--- src/logic/rtp_pkg.sv ---
// rtp_pkg: constants, bus carrier and state record of the remote timer port block
// assumes ref_clk is the oscillator itself, so one cycle is 1/oscillator_frequency
package rtp_pkg;

  // ----------------------------------------------------------------
  // register map (byte addresses on the wishbone bus)
  // ----------------------------------------------------------------
  localparam logic [7:0] OFS_KEY_SPECIAL_INPUT = 8'h00;
  localparam logic [7:0] OFS_TIMER_CARRIER_CONTROL = 8'h04;
  localparam logic [7:0] OFS_PORT_MODE_CONTROL = 8'h08;
  localparam logic [7:0] OFS_TIMER = 8'h0C;
  localparam logic [7:0] OFS_HALT_WAIT = 8'h10;

  // ----------------------------------------------------------------
  // reset values and writable masks
  // ----------------------------------------------------------------
  localparam logic [7:0] RST_TIMER_CARRIER_CONTROL = 8'h03;
  localparam logic [7:0] RST_PORT_MODE_CONTROL = 8'h26;
  localparam logic [7:0] WMASK_TIMER_CARRIER_CONTROL = 8'h3F;
  localparam logic [7:0] WMASK_PORT_MODE_CONTROL = 8'h37;

  // ----------------------------------------------------------------
  // field positions
  // ----------------------------------------------------------------
  localparam int CTL0_CARRIER_SELECT_LO = 0;
  localparam int CTL0_CARRIER_SELECT_HI = 1;
  localparam int CTL0_CARRIER_GATE = 2;
  localparam int CTL0_DIVIDER_HALVING = 3;
  localparam int CTL0_ROM_POINTER_BIT_LO = 4;
  localparam int CTL0_ROM_POINTER_BIT_HI = 5;
  localparam int CTL1_AUX_A_MODE = 0;
  localparam int CTL1_KEY_SCAN_DIR = 1;
  localparam int CTL1_INDICATOR_MODE = 2;
  localparam int CTL1_AUX_PULLDOWN = 4;
  localparam int CTL1_KEY_PULLDOWN = 5;
  localparam int TMR_OUTPUT_ENABLE = 9;
  localparam int TMR_RUNNING = 10;
  localparam int TMR_END = 11;

  // ----------------------------------------------------------------
  // timing, in oscillator cycles, and synchroniser width
  // ----------------------------------------------------------------
  localparam int TIMER_CLOCK_DIV = 64;
  localparam int TIMER_CLOCK_DIV_HALVED = 128;
  localparam logic [7:0] CARRIER_PERIOD_FX8 = 8'h08;
  localparam logic [7:0] CARRIER_PERIOD_FX64 = 8'h40;
  localparam logic [7:0] CARRIER_PERIOD_FX96 = 8'h60;
  localparam int SYNC_W = 6;

  // ----------------------------------------------------------------
  // carriers
  // ----------------------------------------------------------------
  typedef struct packed {
    logic cyc;
    logic stb;
    logic we;
    logic [7:0] adr;
    logic [3:0] sel;
    logic [31:0] dat;
  } rtp_wb_req_t;

  typedef struct packed {
    logic [7:0] ctl0;
    logic [7:0] ctl1;
    logic [8:0] tcount;
    logic out_en;
    logic running;
    logic tail;
    logic halt;
    logic [6:0] pre;
    logic [7:0] car;
    logic [SYNC_W-1:0] s1;
    logic [SYNC_W-1:0] s2;
    logic [SYNC_W-1:0] s3;
    logic [SYNC_W-1:0] filt;
    logic tx;
    logic led;
    logic ack;
    logic [31:0] dat;
  } rtp_state_t;

endpackage : rtp_pkg

--- src/logic/rtp_top.sv ---
// rtp_top: remote transmission timer, carrier, key and special input ports
// assumes a classic wishbone master on ref_clk and raw pins from the board
//
// Added by the designer: the Wishbone interface to the registers and the register offsets.
`timescale 1ns/1ps

module rtp_top (
  input wire logic ref_clk,
  input wire logic reset,
  input wire rtp_pkg::rtp_wb_req_t wb_req,
  output logic [31:0] wb_dat_o,
  output logic wb_ack_o,
  input wire logic [3:0] key_input_pins,
  output logic key_pulldown_en,
  output logic key_scan_dir_out,
  input wire logic aux_input_a,
  output logic aux_input_a_enable,
  output logic aux_input_a_pulldown_en,
  input wire logic aux_input_indicator_i,
  output logic aux_input_indicator_o,
  output logic aux_input_indicator_oe_n,
  output logic aux_input_indicator_pulldown_en,
  output logic remote_transmit_pin,
  output logic [1:0] rom_pointer_hi,
  output logic timer_end,
  output logic core_halt
);

  rtp_pkg::rtp_state_t r_reg;
  rtp_pkg::rtp_state_t r_next;

  // ----------------------------------------------------------------
  // decoded views of current state
  // ----------------------------------------------------------------
  logic req;
  logic wr;
  logic ld;
  logic halving;
  logic tick;
  logic carrier;
  logic end_now;
  logic [6:0] pre_last;
  logic [7:0] car_period;
  logic [7:0] car_high;
  logic [7:0] kin_val;

  assign req = wb_req.cyc && wb_req.stb && !r_reg.ack;
  // writes land at the edge where the master samples ack
  assign wr = wb_req.cyc && wb_req.stb && r_reg.ack && wb_req.we && wb_req.sel[0];
  assign ld = wr && wb_req.sel[1] && (wb_req.adr == rtp_pkg::OFS_TIMER);
  assign halving = r_reg.ctl0[rtp_pkg::CTL0_DIVIDER_HALVING];

  assign pre_last = halving ? 7'(rtp_pkg::TIMER_CLOCK_DIV_HALVED - 1)
                            : 7'(rtp_pkg::TIMER_CLOCK_DIV - 1);
  assign tick = (r_reg.pre == pre_last);

  assign end_now = !r_reg.running && (r_reg.tcount == 9'h000);

  always_comb
  begin
    unique case (r_reg.ctl0[1:0])
      2'b00: car_period = rtp_pkg::CARRIER_PERIOD_FX8;
      2'b01: car_period = rtp_pkg::CARRIER_PERIOD_FX64;
      2'b10: car_period = rtp_pkg::CARRIER_PERIOD_FX96;
      2'b11: car_period = rtp_pkg::CARRIER_PERIOD_FX96;
    endcase
    if (halving)
    begin
      car_period = car_period << 1;
    end
    car_high = (r_reg.ctl0[1:0] == 2'b11) ? 8'(car_period / 8'h03) : (car_period >> 1);
  end

  assign carrier = (r_reg.car < car_high);

  // ----------------------------------------------------------------
  // key and special input register view
  // ----------------------------------------------------------------
  // keys, shared indicator pin, aux input A (one while its mode bit is off) and fixed ones
  assign kin_val = {r_reg.filt[3:0], r_reg.filt[5],
                    r_reg.ctl1[rtp_pkg::CTL1_AUX_A_MODE] ? r_reg.filt[4] : 1'b1, 2'b11};

  // ----------------------------------------------------------------
  // next state
  // ----------------------------------------------------------------
  always_comb
  begin
    r_next = r_reg;
    // pin synchroniser, change taken when second and third agree
    r_next.s1 = {aux_input_indicator_i, aux_input_a, key_input_pins};
    r_next.s2 = r_reg.s1;
    r_next.s3 = r_reg.s2;
    if (r_reg.s2 == r_reg.s3)
    begin
      r_next.filt = r_reg.s3;
    end

    // bus answer: one wait state, ack for one cycle
    r_next.ack = req;
    if (req && !wb_req.we)
    begin
      unique case (wb_req.adr)
        rtp_pkg::OFS_KEY_SPECIAL_INPUT: r_next.dat = {24'h00_0000, kin_val};
        rtp_pkg::OFS_TIMER_CARRIER_CONTROL: r_next.dat = {24'h00_0000, r_reg.ctl0};
        rtp_pkg::OFS_PORT_MODE_CONTROL: r_next.dat = {24'h00_0000, r_reg.ctl1};
        rtp_pkg::OFS_TIMER: r_next.dat = {20'h0_0000, end_now, r_reg.running, r_reg.out_en,
                                          r_reg.tcount};
        rtp_pkg::OFS_HALT_WAIT: r_next.dat = {31'h0000_0000, r_reg.halt};
        default: r_next.dat = 32'h0000_0000;
      endcase
    end

    // fixed-zero bits masked, read-only register absent
    if (wr && wb_req.adr == rtp_pkg::OFS_TIMER_CARRIER_CONTROL)
    begin
      r_next.ctl0 = wb_req.dat[7:0] & rtp_pkg::WMASK_TIMER_CARRIER_CONTROL;
    end
    if (wr && wb_req.adr == rtp_pkg::OFS_PORT_MODE_CONTROL)
    begin
      r_next.ctl1 = wb_req.dat[7:0] & rtp_pkg::WMASK_PORT_MODE_CONTROL;
    end

    // free-running carrier divider
    r_next.car = (r_reg.car >= car_period - 8'h01) ? 8'h00 : r_reg.car + 8'h01;

    r_next.pre = tick ? 7'h00 : r_reg.pre + 7'h01;
    if (ld)
    begin
      r_next.tcount = wb_req.dat[8:0];
      r_next.out_en = wb_req.dat[rtp_pkg::TMR_OUTPUT_ENABLE];
      r_next.running = (wb_req.dat[8:0] != 9'h000);
      r_next.pre = 7'h00;
    end
    else if (r_reg.running && tick)
    begin
      if (r_reg.tcount != 9'h000)
      begin
        r_next.tcount = r_reg.tcount - 9'h001;
      end
      else
      begin
        r_next.running = 1'b0;
      end
    end

    if (wr && wb_req.adr == rtp_pkg::OFS_HALT_WAIT)
    begin
      r_next.halt = wb_req.dat[0];
    end
    if (end_now)
    begin
      r_next.halt = 1'b0;
    end

    r_next.tail = !r_reg.ctl0[rtp_pkg::CTL0_CARRIER_GATE] && carrier
                  && (r_reg.running || r_reg.tail);

    if (r_reg.running)
    begin
      r_next.tx = r_reg.out_en && (r_reg.ctl0[rtp_pkg::CTL0_CARRIER_GATE] || carrier);
    end
    else
    begin
      r_next.tx = r_reg.out_en && r_reg.tail && carrier;
    end
    r_next.led = !(r_reg.out_en && r_reg.running);
  end

  // ----------------------------------------------------------------
  // state register
  // ----------------------------------------------------------------
  always_ff @(posedge ref_clk)
  begin
    if (reset)
    begin
      r_reg <= '0;
      r_reg.ctl0 <= rtp_pkg::RST_TIMER_CARRIER_CONTROL;
      r_reg.ctl1 <= rtp_pkg::RST_PORT_MODE_CONTROL;
      r_reg.led <= 1'b1;
    end
    else
    begin
      r_reg <= r_next;
    end
  end

  // ----------------------------------------------------------------
  // outputs
  // ----------------------------------------------------------------
  assign wb_dat_o = r_reg.dat;
  assign wb_ack_o = r_reg.ack;
  assign key_pulldown_en = r_reg.ctl1[rtp_pkg::CTL1_KEY_PULLDOWN];
  assign key_scan_dir_out = r_reg.ctl1[rtp_pkg::CTL1_KEY_SCAN_DIR];
  assign aux_input_a_enable = r_reg.ctl1[rtp_pkg::CTL1_AUX_A_MODE];
  assign aux_input_a_pulldown_en = r_reg.ctl1[rtp_pkg::CTL1_AUX_PULLDOWN]
                                   && r_reg.ctl1[rtp_pkg::CTL1_AUX_A_MODE];
  assign aux_input_indicator_pulldown_en = r_reg.ctl1[rtp_pkg::CTL1_AUX_PULLDOWN]
                                           && !r_reg.ctl1[rtp_pkg::CTL1_INDICATOR_MODE];
  assign aux_input_indicator_oe_n = !r_reg.ctl1[rtp_pkg::CTL1_INDICATOR_MODE];
  assign aux_input_indicator_o = r_reg.led;
  assign remote_transmit_pin = r_reg.tx;
  assign rom_pointer_hi = r_reg.ctl0[rtp_pkg::CTL0_ROM_POINTER_BIT_HI:
                                     rtp_pkg::CTL0_ROM_POINTER_BIT_LO];
  assign timer_end = end_now;
  assign core_halt = r_reg.halt;

  // ----------------------------------------------------------------
  // checks
  // ----------------------------------------------------------------
  property p_ctl1_fixed;
    @(posedge ref_clk) disable iff (reset)
    (r_reg.ctl1[7:6] == 2'b00) && !r_reg.ctl1[3];
  endproperty
  a_ctl1_fixed: assert property (p_ctl1_fixed) else $error("control 1 fixed bit set");

  property p_ctl0_fixed;
    @(posedge ref_clk) disable iff (reset)
    wr |=> (r_reg.ctl0[7:6] == 2'b00);
  endproperty
  a_ctl0_fixed: assert property (p_ctl0_fixed) else $error("control 0 fixed bit set");

  property p_key_view;
    @(posedge ref_clk) disable iff (reset)
    (kin_val[1:0] == 2'b11) && (kin_val[7:4] == r_reg.filt[3:0]);
  endproperty
  a_key_view: assert property (p_key_view) else $error("key view wrong");

  property p_aux_off_one;
    @(posedge ref_clk) disable iff (reset)
    !aux_input_a_enable |-> kin_val[2];
  endproperty
  a_aux_off_one: assert property (p_aux_off_one) else $error("off mode bit not one");

  property p_start;
    @(posedge ref_clk) disable iff (reset)
    (ld && wb_req.dat[8:0] != 9'h000) |=> r_reg.running ##1 r_reg.running;
  endproperty
  a_start: assert property (p_start) else $error("timer did not start");

  property p_stop_end;
    @(posedge ref_clk) disable iff (reset)
    $fell(r_reg.running) && !$past(ld) |-> timer_end && (r_reg.tcount == 9'h000);
  endproperty
  a_stop_end: assert property (p_stop_end) else $error("stop without end");

  property p_tick_space;
    @(posedge ref_clk) disable iff (reset)
    (tick && !halving && !ld) |=> !tick [*8];
  endproperty
  a_tick_space: assert property (p_tick_space) else $error("timer clock too fast");

  property p_led_low;
    @(posedge ref_clk) disable iff (reset)
    (r_reg.out_en && r_reg.running) |=> !aux_input_indicator_o;
  endproperty
  a_led_low: assert property (p_led_low) else $error("indicator not low");

  property p_pulldown_off;
    @(posedge ref_clk) disable iff (reset)
    !aux_input_indicator_oe_n |-> !aux_input_indicator_pulldown_en;
  endproperty
  a_pulldown_off: assert property (p_pulldown_off) else $error("pull-down on output");

  property p_halt_release;
    @(posedge ref_clk) disable iff (reset)
    (r_reg.halt && end_now) |=> !core_halt;
  endproperty
  a_halt_release: assert property (p_halt_release) else $error("halt not released");

  property p_count_hold;
    @(posedge ref_clk) disable iff (reset)
    (r_reg.running && !tick && !ld) |=> $stable(r_reg.tcount);
  endproperty
  a_count_hold: assert property (p_count_hold) else $error("count moved off tick");

  property p_count_step;
    @(posedge ref_clk) disable iff (reset)
    (r_reg.running && tick && !ld && (r_reg.tcount != 9'h000))
      |=> (r_reg.tcount == $past(r_reg.tcount) - 9'h001);
  endproperty
  a_count_step: assert property (p_count_step) else $error("count step wrong");

  property p_gate_high;
    @(posedge ref_clk) disable iff (reset)
    (r_reg.running && r_reg.out_en && r_reg.ctl0[rtp_pkg::CTL0_CARRIER_GATE])
      |=> remote_transmit_pin;
  endproperty
  a_gate_high: assert property (p_gate_high) else $error("transmit not steady high");

  property p_tx_low;
    @(posedge ref_clk) disable iff (reset)
    (!r_reg.running && !r_reg.tail) |=> !remote_transmit_pin;
  endproperty
  a_tx_low: assert property (p_tx_low) else $error("transmit high while stopped");

  property p_tail_on;
    @(posedge ref_clk) disable iff (reset)
    (!r_reg.running && r_reg.tail && carrier && r_reg.out_en) |=> remote_transmit_pin;
  endproperty
  a_tail_on: assert property (p_tail_on) else $error("carrier tail cut short");

  property p_aux_pd_off;
    @(posedge ref_clk) disable iff (reset)
    !aux_input_a_enable |-> !aux_input_a_pulldown_en;
  endproperty
  a_aux_pd_off: assert property (p_aux_pd_off) else $error("pull-down on off pin");

endmodule : rtp_top

--- config.mk ---
export PLATFORM = sky130hd
export DESIGN_NAME = rtp_top
export DESIGN_NICKNAME = d
export VERILOG_FILES = /design/src/logic/rtp_pkg.sv /design/src/logic/rtp_top.sv
export SDC_FILE = /design/constraint.sdc
export NUM_CORES = 1
export LEC_CHECK = 0
export BUFFER_PORTS_ARGS = -buffer_cell sky130_fd_sc_hd__buf_2
export CORE_MARGIN = 2
export CORE_UTILIZATION = 55
export CTS_BUF_LIST = sky130_fd_sc_hd__clkbuf_4
export CTS_CLUSTER_DIAMETER = 60
export DETAILED_ROUTE_END_ITERATION = 10
export PLACE_DENSITY = 0.82
export SLEW_MARGIN = 15
export SYNTH_ARGS = -nofsm -noshare
export SYNTH_HDL_FRONTEND = slang
export SYNTH_SLANG_ARGS = --single-unit
--- constraint.sdc ---
create_clock -name ref_clk -period 7.2 [get_ports ref_clk]
set_input_delay 0 -clock ref_clk [delete_from_list [all_inputs] [get_ports ref_clk]]
set_output_delay 0 -clock ref_clk [all_outputs]
set_load 0.1 [all_outputs]
# Yosys cells after proc, flatten, opt, wreduce, memory -nomap -nowiden
# Cells that the tools add are included.
# op_classes
addsub	4
div	1
order_cmp	2
eq_ne	10
muxes	13
reduce_logical	42
# op_table
cell	n
one-hot mux 12 bit (5 select lines)	1
2-to-1 mux 9 bit	3
one-hot mux 8 bit (3 select lines)	1
logical AND 1 bit	21
nonzero test 9 bit	2
equality test 8 x 4 -> 1 bit (second input constant)	2
2-to-1 mux 8 bit	2
logical NOT 9 bit	1
subtractor 9 x 1 -> 9 bit (second input constant)	1
adder 8 x 1 -> 8 bit (second input constant)	1
divider 8 x 2 -> 8 bit (second input constant)	1
equality test 8 x 3 -> 1 bit (second input constant)	1
equality test 8 x 5 -> 1 bit (second input constant)	1
>= comparator 8 bit	1
logical NOT 8 bit	1
< comparator 8 bit	1
subtractor 8 x 1 -> 8 bit (second input constant)	1
adder 7 x 1 -> 7 bit (second input constant)	1
equality test 7 bit	1
2-to-1 mux 7 bit	1
equality test 6 bit	1
logical NOT 1 bit	6
OR reduction 2 bit	3
2-to-1 mux 1 bit	5
other kinds (8)	12
# word_totals
regBits	98
in_bits	55

# Depth between registers and ports, before layout
# Gate-level depths: netlist of the first run.
# logic_depth
word_depth	10
mapped_depth	14
mapped_depth_nobuf	12

# Worst setup path after synthesis of the first run
# Ideal clock, no wire load.
# synth_timing
path_type	reg-to-reg
start	register r_reg, in the netlist halving
end	register r_reg, in the netlist remote_transmit_pin
setup_ns	0.130
arrival_time_ns	2.890
setup_slack_ns	4.181
path_stages_with_launch	15
n_path_buf	2
synth_period_minus_slack_ns	3.019
path_cell_list	dfxtp_1 -> clkbuf_1 -> xnor2_1 -> nor2_1 -> ha_1 -> clkbuf_1 -> mux2i_1 -> o22ai_1 -> ha_1 -> inv_1 -> o211ai_1 -> ha_1 -> o311ai_0 -> a2111oi_0 -> a21oi_1
# synth_via
elab_chain_len	7
elab_cells_between_ends	8
cone_classes	1 x div; 1 x order compare; 3 x mux; 3 x reduce/logical
# synth_rtl
item	line_no	text
start, declared	rtp_top.sv:29	rtp_pkg::rtp_state_t r_reg;
start signal, assigned	rtp_top.sv:183	r_reg <= r_next;
2-to-1 mux 8 bit *	rtp_top.sv:67	if (halving)
divider 8 x 2 -> 8 bit	rtp_top.sv:71	car_high = (r_reg.ctl0[1:0] == 2'b11) ? 8'(car_period / 8'h03) : (car_period >> 1);
2-to-1 mux 8 bit *	rtp_top.sv:71	
< comparator 8 bit *	rtp_top.sv:74	assign carrier = (r_reg.car < car_high);
logical OR 1 bit	rtp_top.sv:160	r_next.tx = r_reg.out_en && (r_reg.ctl0[rtp_pkg::CTL0_CARRIER_GATE] || carrier);
logical AND 1 bit	rtp_top.sv:160	
2-to-1 mux 1 bit *	rtp_top.sv:158	if (r_reg.running)
# Every way passes the cells marked *; elsewhere a longest branch is shown, timed or not.
# A chain may end at the register's enable or synchronous reset.

# Worst setup path in the final report of the first run
# layout_timing
start	register r_reg[96] in the netlist's numbering
end	register r_reg, in the netlist remote_transmit_pin
# layout_via
elab_chain_len	10
elab_cells_between_ends	14
cone_classes	1 x div; 1 x order compare; 3 x eq/ne; 4 x mux; 5 x reduce/logical
# layout_rtl
item	line_no	text
equality test 2 bit (on tied branches)	rtp_top.sv:61, rtp_top.sv:71	
OR reduction 2 bit (no source line)	n/a	
one-hot mux 8 bit (3 select lines)	rtp_top.sv:61	unique case (r_reg.ctl0[1:0])
2-to-1 mux 8 bit	rtp_top.sv:67	
divider 8 x 2 -> 8 bit	rtp_top.sv:71	
2-to-1 mux 8 bit *	rtp_top.sv:71	
< comparator 8 bit *	rtp_top.sv:74	
logical OR 1 bit	rtp_top.sv:160	
logical AND 1 bit	rtp_top.sv:160	
2-to-1 mux 1 bit *	rtp_top.sv:158	
# Every way passes the cells marked *; elsewhere a longest branch is shown, timed or not. The select of a mux whose other input is x is not followed.

==> impl_results.md, run 1 <==
* Status: complete, no violations
* Detailed placement HPWL at 5740 um
* Chip Width at 89.5 um
* Main synth FF type: dfxtp_1
* Cell row count at 31
* Clk root buf: clkbuf_4
* RSZ-0062 raised after global routing: no
* Setup TNS at 0 ns
* Worst endpoint required time at 7.51 ns
* FF-to-FF path depth at 11
* Final Max Slew Viols at 0
* Sequential fraction of the synthesis area at 38.8%
* Fraction of layout cells with a size suffix above 1 at 17.5%
* Pwr Density at between 150 and 200 mW/mm^2
* PortBufs at 55
* Worst-Margin Slew at 0.862 ns
* Worst slew margin at 42.1%
* Syn Std Cell Area at 0.00403 mm^2
* Setup CP Type: flip-flop to flip-flop
* Via count at 3203
* Post-CTS Setup Bufs at 0
* Distinct cell type count after synthesis at 58
* FMAX at 291 MHz
* Area share of the largest cell type after synthesis at 38.8%
* Resized cells post-CTS at 0
* Antenna diodes at 0
* Syn Area/Cell at 9.07 um^2
* CP startpoint kind: flip-flop
* Synth Area in Simple Gates at 23.1%
* Setup crit end kind: flip-flop
* CP arrival at ~3.8 ns
* Top post-synthesis cells by area: dfxtp_1 (39%), buf_4 (6.3%), mux2i_1 (5.5%)
* Crit-path most repeated cell: ha_1
* Worst Hold End: wb_dat_o[2]
* Min Tclk post-route at 3.44 ns
* Final setup fails at 0
* Maximum vdd drop at 0.0897 mV
* CTS Sinks at 78
* Maximum clock path buffer count at 2
* Drt first-iter violations at 213
* Number of flip-flops in the largest register at 39
* Most frequent cells in the layout: dfxtp_1 (78), buf_2 (55), nor2_1 (50), nand2_1 (23), dlygate4sd3_1 (23)
* Die H at 89.5 um
* Core ar. at 0.00718 mm^2
* Post-Syn Instances at 444
* Leakage at 0.00198 uW
* Initial DRT Pass Iterations at 4
* Drt total wl at 8400 um
* Final period util at 47.7%
* Worst R2R Setup Slack at 3.76 ns
* Die area at 0.00802 mm^2
* Largest net degree at the start of global routing at 63
* Worst Skew at ~0.013 ns
* Final core utilization at 62.9%
* Vias in the first global route at approximately 2.9k
* Drt wl/cell at 13.9 um
* Routed vias/inst at 5.32
* Leading cell type in the layout, fill and taps excluded: dfxtp_1
* Max Cap Viol at 0
* Fraction of synthesized area in multiplexers at 7.43%
* Largest family of logic cells by synthesized area: simple AND/OR/NAND/NOR gates
* Post-route DRC violation count at 0
* Number of synthesized flops with an enable pin at 0
* H-tree depth at 3
* Starting Density at 56.1%
* Ports at 100
* Total Nets Final at between 500 and 600
* First-pass GRT wire length at 13600 um
* Hold crit path type: primary input to flip-flop
* Gpl congestion at 0.916
* R2r endpoint: remote_transmit_pin
* Crit-path max FO at 20
* Initial antenna violation count at 0
* CTS Buf Count at 9
* Critical-path top delay cell: dfxtp_1
* YS warnings at 0
* XOR/XNOR share of the synthesized area at ~5.7%
* Synth Area in Compound Gates at 9.82%
* Hold Buf Count CTS at 23
* Hold depth at 5
* Fin. Hold Viols at 0
* Post-synthesis adder-cell area fraction at 4.97%
* Clk_lat worst skew at 0.44 ns
* Total GRT Usage at between 20 and 25%
* FFs w/ async S/R, synth at 0%
* Slowest stage delay, CP at 0.53 ns
* Crit-path cells: nor3_1 -> ha_1 -> mux2i_1 -> o22ai_1 -> ha_1 -> inv_1 -> o211ai_1 -> ha_1 -> o311ai_0 -> a2111oi_0 -> a21oi_1
* Detail Route Antenna Nets at 0
* CTS tree: yes
* Clk slew on worst S/H paths at 0.13 ns
* Area grow syn2layout at 12.2%
* Final global-route overflow total at 0
* Worst Hold Launch: wb_req[43]
* Post-synth top area cell: dfxtp_1
* Synth Register Bits at 78
* RR Startpoint: r_reg[96]
## report_power, final
group	total [uW]	internal (uW)	switching (uW)
combinational	104	28.3	75.8
sequential	445	439	5.46
clock	267	106	160
total	816	574	242
## worst max-delay path: cells and delay by family, from the launching register on
family | cells | cell delay, ns
muxes | 1 | 0.24
AOI/OAI and AO/OA | 5 | 0.99
adders and majority gates | 3 | 1.01
buffers and inverters | 1 | 0.11
DFF | 1 | 0.53
and+or+nand+nor | 1 | 0.45
## through the flow
| stage | setup WS [ns] | cell area (um^2) | instances | power [uW] | hold slack [ns] |
|---|---|---|---|---|---|
| finish | 3.76 | 4520 | 602 | 816 | 0.0506 |
| global placement | 3.97 | 4150 | 563 | 547 | 0.207 |
| detailed placement | 3.91 | 4150 | 563 | 549 | 0.213 |
| global route | 3.48 | 4520 | 602 | 850 | 0.0788 |
| CTS | 3.87 | 4520 | 602 | 818 | 0.0214 |
| floorplan | 4.18 | 4100 | 463 | 540 | 0.125 |
## synth_stat cells (all sizes together) (7+ instances only)
library cell	count
inv	13
xor2	14
ha	16
xnor2	12
a211oi	10
dfxtp	78
nor2b	22
clkbuf	16
o21ai	7
a21oi	18
buf	39
nand3	17
nand2	23
mux2i	22
nor2	51
nor3	13
## metal layers
metal | up-vias | track usage (%) | wire length, um
met5 | - | 0 | 0
met4 | 0 | 10.6 | 237
met3 | 19 | 5.54 | 408
met2 | 96 | 34.6 | 3800
met1 | 1481 | 28.7 | 3950
li1 | 1607 | - | -
## worst max-delay path by stage
stage,start,end,cells past startpoint
final,r_reg[96],remote_transmit_pin,11
after global placement,r_reg[96],remote_transmit_pin,11
after detailed placement,r_reg[96],remote_transmit_pin,11
after global routing,r_reg[95],remote_transmit_pin,12
after floorplan,halving,remote_transmit_pin,14
after CTS,r_reg[96],remote_transmit_pin,11
## cell families (layout without fill, tap and decap cells)
family / after synthesis / count (layout)
AOI/OAI and AO/OA: 60 / 60
xor gates and xnor gates: 26 / 26
adders and majority gates: 16 / 16
buffers and inverters: 68 / 108
DFF: 78 / 78
muxes: 26 / 26
other: 1 / 20
and+or+nand+nor: 169 / 169
## final cells by class
| class | count | area, um^2 |
|---|---|---|
| Tap cell | 99 | 124 |
| Inverter | 13 | 48.8 |
| Multi-Input combinational cell | 317 | 2130 |
| Fill cell | 591 | 2660 |
| Timing Repair Buffer | 79 | 513 |
| Clock inverter | 7 | 72.6 |
| Sequential cell | 78 | 1560 |
| Clock buffer | 9 | 67.6 |
No activity file was read; power rests on OpenSTA's default activity.
==> run 2: changes to the inputs <==
--- a/config.mk
+++ b/config.mk
@@ -5,6 +5,7 @@
 export SDC_FILE = /design/constraint.sdc
 export NUM_CORES = 1
 export LEC_CHECK = 0
+export ABC_AREA = 1
 export BUFFER_PORTS_ARGS = -buffer_cell sky130_fd_sc_hd__buf_2
 export CORE_MARGIN = 2
 export CORE_UTILIZATION = 55
==> constraint.sdc (replaced) <==
create_clock -name ref_clk -period 3.17 [get_ports ref_clk]
set_input_delay 0 -clock ref_clk [delete_from_list [all_inputs] [get_ports ref_clk]]
set_output_delay 0 -clock ref_clk [all_outputs]
set_load 0.1 [all_outputs]
==> impl_results.md, run 2 <==
* Status: complete, no violations
* Area grow syn2layout at 12.9%
* Worst Skew at ~0.019 ns
* Post-route DRC violation count at 0
* Most frequent cells in the layout: nand2_1 (86), dfxtp_1 (78), inv_1 (69), nor2_1 (64), buf_2 (55)
* Drt wl/cell at 12.5 um
* Fraction of layout cells with a size suffix above 1 at 18.2%
* Clk root buf: clkbuf_4
* Starting Density at a little under three fifths
* Non-Filler Instances at 702
* Worst Slack Setup Final at 0.631 ns
* Drt total wl at 8800 um
* CTS Sinks at 78
* CP arrival at 2.93 ns
* Detail Route Antenna Nets at 0
* Syn Std Cell Area at slightly above 0.004 mm^2
* Clk_lat worst skew at between 0.4 and 0.5 ns
* CP startpoint kind: flip-flop
* Post-CTS Setup Bufs at 0
* Vias in the first global route at 3463
* Resized cells post-CTS at 0
* RSZ-0062 raised after global routing: no
* Hold Buf Count CTS at 24
* CTS tree: yes
* Most numerous cell in the Yosys netlist: nand2_1
* Fin. Hold Viols at 0
* Min Tclk post-route at 2.54 ns
* Worst endpoint required time at 3.56 ns
* Final setup fails at 0
* Multi-input combinational cell area at 0.00196 mm^2
* Ports at 100
* PortBufs at 55
* Setup CP Type: flip-flop to flip-flop
* Routed vias/inst at 5.08
* DP Cell Count at about 660
* Sequential fraction of the synthesis area at 38.5%
* Post-synth top area cell: dfxtp_1
* Die H at around 90 um
* FFs w/ async S/R, synth at 0%
* FMAX at just under 400 MHz
* Leading cell type in the layout, fill and taps excluded: nand2_1
* Worst-Margin Slew at 0.887 ns
* Distinct cell type count after synthesis at 44
* Commonest cells post-synth: nand2_1 (86), dfxtp_1 (78), inv_1 (69), nor2_1 (64)
* WHS at around 0.018 ns
* YS warnings at 0
* Via count at 3569
* Initial antenna violation count at 0
* Total GRT Usage at between 20% and 30%
* Max Cap Viol at 0
* Gpl congestion at ~0.98
* Register area at 0.00156 mm^2
* Clk slew on worst S/H paths at ~0.13 ns
* Dpl ws at 0.708 ns
* Post-Syn Instances at ~530
* Syn Area/Cell at 7.59 um^2
* First-pass GRT wire length at 15200 um
* Setup TNS at 0 ns
* Core ar. at about 0.0072 mm^2
* Detailed placement HPWL at 6310 um
* Pwr Density at between 300 and 400 mW/mm^2
* Area share of the largest cell type after synthesis at 38.5%
* Drt first-iter violations at 173
* Crit-path max FO at 6
* Cell row count at 31
* Setup crit end kind: flip-flop
* Final Max Slew Viols at 0
* Hold crit path type: primary input to flip-flop
* Largest net degree at the start of global routing at 36
* Total Nets Final at 669
* Main synth FF type: dfxtp_1
* CTS Buf Count at 9
* Die area at 0.00807 mm^2
* Leakage at 0.00212 uW
* Maximum clock path buffer count at 2
* Chip Width at 89.8 um
* Synth Register Bits at 78
* Final global-route overflow total at 0
* Maximum vdd drop at 0.273 mV
* Final period util at 80.1%
* Top post-synthesis cells by area: dfxtp_1 (39%), nand2_1 (8.0%), inv_1 (6.4%)
* H-tree depth at 3
* Number of synthesized flops with an enable pin at 0
* Worst slew margin at 40.8%
* Initial DRT Pass Iterations at 5
* Fill count at 620
* Antenna diodes at 0
* Number of flip-flops in the largest register at 39
## run 2: cell types whose count changed after synthesis, sizes merged, moves of 8 or more
cell	previous run	this run
a211oi	10	2
nor2	51	73
mux2i	22	0
o21ai	7	31
nor2b	22	0
nand2	23	94
clkbuf	16	8
inv	13	76
a21oi	18	36
## run 2: through the flow
| step | util [%] | area [um^2] | power [uW] |
|---|---|---|---|
| after floorplan | - | 4120 | 1240 |
| after global placement | 58.8 | 4220 | 1270 |
| after detailed placement | 58.8 | 4220 | 1270 |
| after CTS | 63.7 | 4570 | 1810 |
| after global routing | 63.7 | 4570 | 1890 |
| final | 63.7 | 4570 | 1810 |
## run 2: layout make-up
cell class	count	area share (%)
Multi-Input combinational cell	352	42.9
Sequential cell	78	34.1
Timing Repair Buffer	79	11.3
Inverter	78	6.43
Tap cell	99	2.71
Clock buffer	11	1.81
Clock inverter	5	0.766
## run 2: kinds of logic after synthesis
kind of cell,Yosys count,share of synthesized area (%)
compound gates,86,12.1
xor+xnor,17,3.67
fa+ha+maj,16,4.94
buf+inv,123,14.8
flops,78,38.5
other cells,1,0.0925
simple gates,213,25.8
## run 2: where the power goes
group	internal, uW	leakage (uW)	switching (uW)	total [uW]
Combinational	59.7	0.00143	192	252
Sequential	1010	0.000634	13.9	1020
Clock	178	0.0000571	358	536
## run 2: worst paths after layout
kind,slack [ns],startpoint,cells past startpoint,to
min,0.02,wb_req[33],4,r_reg[86]
max,0.63,r_reg[95],18,remote_transmit_pin
min reg2reg,0.41,r_next[48],2,r_next[42]
max reg2reg,0.63,r_reg[95],18,remote_transmit_pin
## run 2: routing by layer
metal	vias up	share of wire [%]	track usage, %
li1	1790	-	-
met1	1606	42	27.8
met2	148	48	39.8
met5	-	0	0
met4	0	3.5	13.8
met3	25	6.5	3.86
## run 2: critical path: stages, from the launching register on
cell and delay (ns):
dfxtp_1 0.40, nor2_1 0.23, inv_1 0.12, nor2_1 0.20
ha_1 0.26, nor2_1 0.07, nand2_1 0.06, o21ai_0 0.08
ha_1 0.18, nand2_1 0.08, nand2_1 0.06, ha_1 0.27
nand2_1 0.07, nand2_1 0.05, nand2_1 0.05, nand2_1 0.05
nand2_1 0.06, nand2_1 0.07, a21oi_1 0.12
==> run 3: changes to the inputs <==
--- a/config.mk
+++ b/config.mk
@@ -5,14 +5,14 @@
 export SDC_FILE = /design/constraint.sdc
 export NUM_CORES = 1
 export LEC_CHECK = 0
-export ABC_AREA = 1
+export ABC_AREA = 0
 export BUFFER_PORTS_ARGS = -buffer_cell sky130_fd_sc_hd__buf_2
 export CORE_MARGIN = 2
-export CORE_UTILIZATION = 55
+export CORE_UTILIZATION = 50
 export CTS_BUF_LIST = sky130_fd_sc_hd__clkbuf_4
 export CTS_CLUSTER_DIAMETER = 60
 export DETAILED_ROUTE_END_ITERATION = 10
-export PLACE_DENSITY = 0.82
+export PLACE_DENSITY = 0.79
 export SLEW_MARGIN = 15
 export SYNTH_ARGS = -nofsm -noshare
 export SYNTH_HDL_FRONTEND = slang
==> constraint.sdc (replaced) <==
create_clock -name ref_clk -period 2.2 [get_ports ref_clk]
set_input_delay 0 -clock ref_clk [delete_from_list [all_inputs] [get_ports ref_clk]]
set_output_delay 0 -clock ref_clk [all_outputs]
set_load 0.1 [all_outputs]
==> impl_results.md, run 3 (synthesis gave the netlist of run 1 again) <==
* FMAX at 395 MHz
* Hold crit path type: primary input to flip-flop
* Met3 WL post-DR at 622 um
* Fin area at between 0.004 and 0.005 mm^2
* CTS tree: yes
* Pwr Density at 563 mW/mm^2
* CTS Buf Count at 9
* Final setup fails at 2
* Via count at roughly 3.4k
* Die H at 93.7 um
* Dpl ws at -0.412 ns
* Vias in the first global route at 3235
* Worst slew margin at 59.7%
* Cell row count at 32
* Clk slew on worst S/H paths at about 0.12 ns
* Maximum clock path buffer count at 2
* Leakage at about 0.0021 uW
* Fraction of layout cells with a size suffix above 1 at 23.4%
* First-pass GRT wire length at 15100 um
* Area grow syn2layout at 17.4%
* Violated checks: negative setup slack
* Worst Slack Setup Final at -0.333 ns
* Clk_lat worst skew at roughly 0.43 ns
* Placed cell areas at 0.00434 mm^2
* Setup crit end kind: flip-flop
* Drt first-iter violations at 175
* Largest net degree at the start of global routing at 41
* Setup CP Type: flip-flop to flip-flop
* Total Nets Final at 587
* Final period util at 115%
* Drt total wl at slightly above 9000 um
* Final Max Slew Viols at 0
* Final global-route overflow total at 0
* H-tree depth at 3
* Leading cell type in the layout, fill and taps excluded: dfxtp_1
* Most frequent cells in the layout: dfxtp_1 (74), buf_2 (54), nor2_1 (50), nand2_1 (23)
* Worst Skew at approximately 0.014 ns
* Clk root buf: clkbuf_4
* DP Cell Count at 585
* Fill count at around 670
* PortBufs at between 50 and 60
* Worst R2R Setup Slack at -0.33 ns
* Initial antenna violation count at 0
* CP arrival at 2.85 ns
* Routed vias/inst at 5.38
* Max Used Layer: met4
* Drt wl/cell at 14.9 um
* Post-route DRC violation count at 0
* Routed wl met2 at 4470 um
* Fin. Hold Viols at 0
* Ports at 100
* Worst-Margin Slew at 0.600 ns
* Min Tclk post-route at 2.53 ns
* Non-Filler Instances at 623
* Detail Route Antenna Nets at 0
* RSZ-0062 raised after global routing: yes
* Crit-path max FO at 3
* CP startpoint kind: flip-flop
* Status: finished, violations left
* CTS Sinks at 78
* Core ar. at 0.00777 mm^2
* Chip Width at ~94 um
* Total GRT Usage at 21.7%
* Die area at 0.00878 mm^2
* Antenna diodes at 0
* Number of flip-flops in the largest register at 39
* Detailed placement HPWL at 6620 um
* Met1 wire length at 4050 um
* Worst endpoint required time at 2.51 ns
* Max Cap Viol at 0
* Maximum vdd drop at 0.275 mV
* WHS at 0.0333 ns
* Gpl congestion at about 0.9
* Initial DRT Pass Iterations at 4
* Starting Density at 51.8%
-- run 3: cell type report --
class	instances	area (um^2)	share of cell area (%)
Multi-Input combinational cell	317	2180	46.2
Sequential cell	78	1570	33.3
Timing Repair Buffer	97	658	13.9
Tap cell	102	128	2.70
Clock buffer	10	75.1	1.59
Clock inverter	6	62.6	1.32
Inverter	13	48.8	1.03
-- run 3: report_power, final --
| part | internal (uW) | total [uW] | switching, uW |
|---|---|---|---|
| Clock | 355 | 861 | 506 |
| Combinational | 95.5 | 347 | 251 |
| Sequential | 1440 | 1450 | 18.3 |
| Total | 1890 | 2660 | 775 |
-- run 3: worst max-delay path, cell delays in order (launching register included) --
cell and delay, ns:
dfxtp_4 0.39, xnor2_2 0.14, nor2_1 0.11, ha_2 0.21, mux2i_1 0.21, o22ai_2 0.10, ha_2 0.19, inv_2 0.05
o211ai_1 0.08, ha_1 0.33, a211oi_2 0.09, a2111oi_1 0.40, a21oi_1 0.12
-- run 3: stage by stage --
step / setup TNS (ns) / power, uW / util, %
2_1_floorplan: -0.681 / 1770 / -
4_1_cts: -0.605 / 2670 / 60.6
5_1_grt: -0.914 / 2760 / 60.8
6_report: -0.587 / 2660 / 60.8
3_3_place_gp: -0.432 / 1800 / 55.8
3_5_place_dp: -0.749 / 1800 / 55.8
-- run 3: routing by layer --
layer / vias up / track usage (%)
met5: - / 0
met2: 112 / 36.5
met1: 1570 / 26.6
li1: 1654 / -
met4: 0 / 7.85
met3: 17 / 6.10
-- run 3: what timing repair did --
| action | CTS | global route |
|---|---|---|
| resized for setup | 6 | 4 |
| pin swaps | 6 | 2 |
| setup endpoints to repair | 3 | 6 |
| hold endpoints to repair | 30 | 0 |
| buffers inserted | 1 | 0 |
| gates cloned | 0 | 0 |
| hold buffers | 21 | 0 |
-- run 3: worst paths after layout --
kind              start                  end  depth (start not counted)
min          wb_req[40]            core_halt                          4
max           r_reg[95]  remote_transmit_pin                         12
max reg2reg   r_reg[95]  remote_transmit_pin                         12
min reg2reg  r_next[49]           r_next[43]                          1
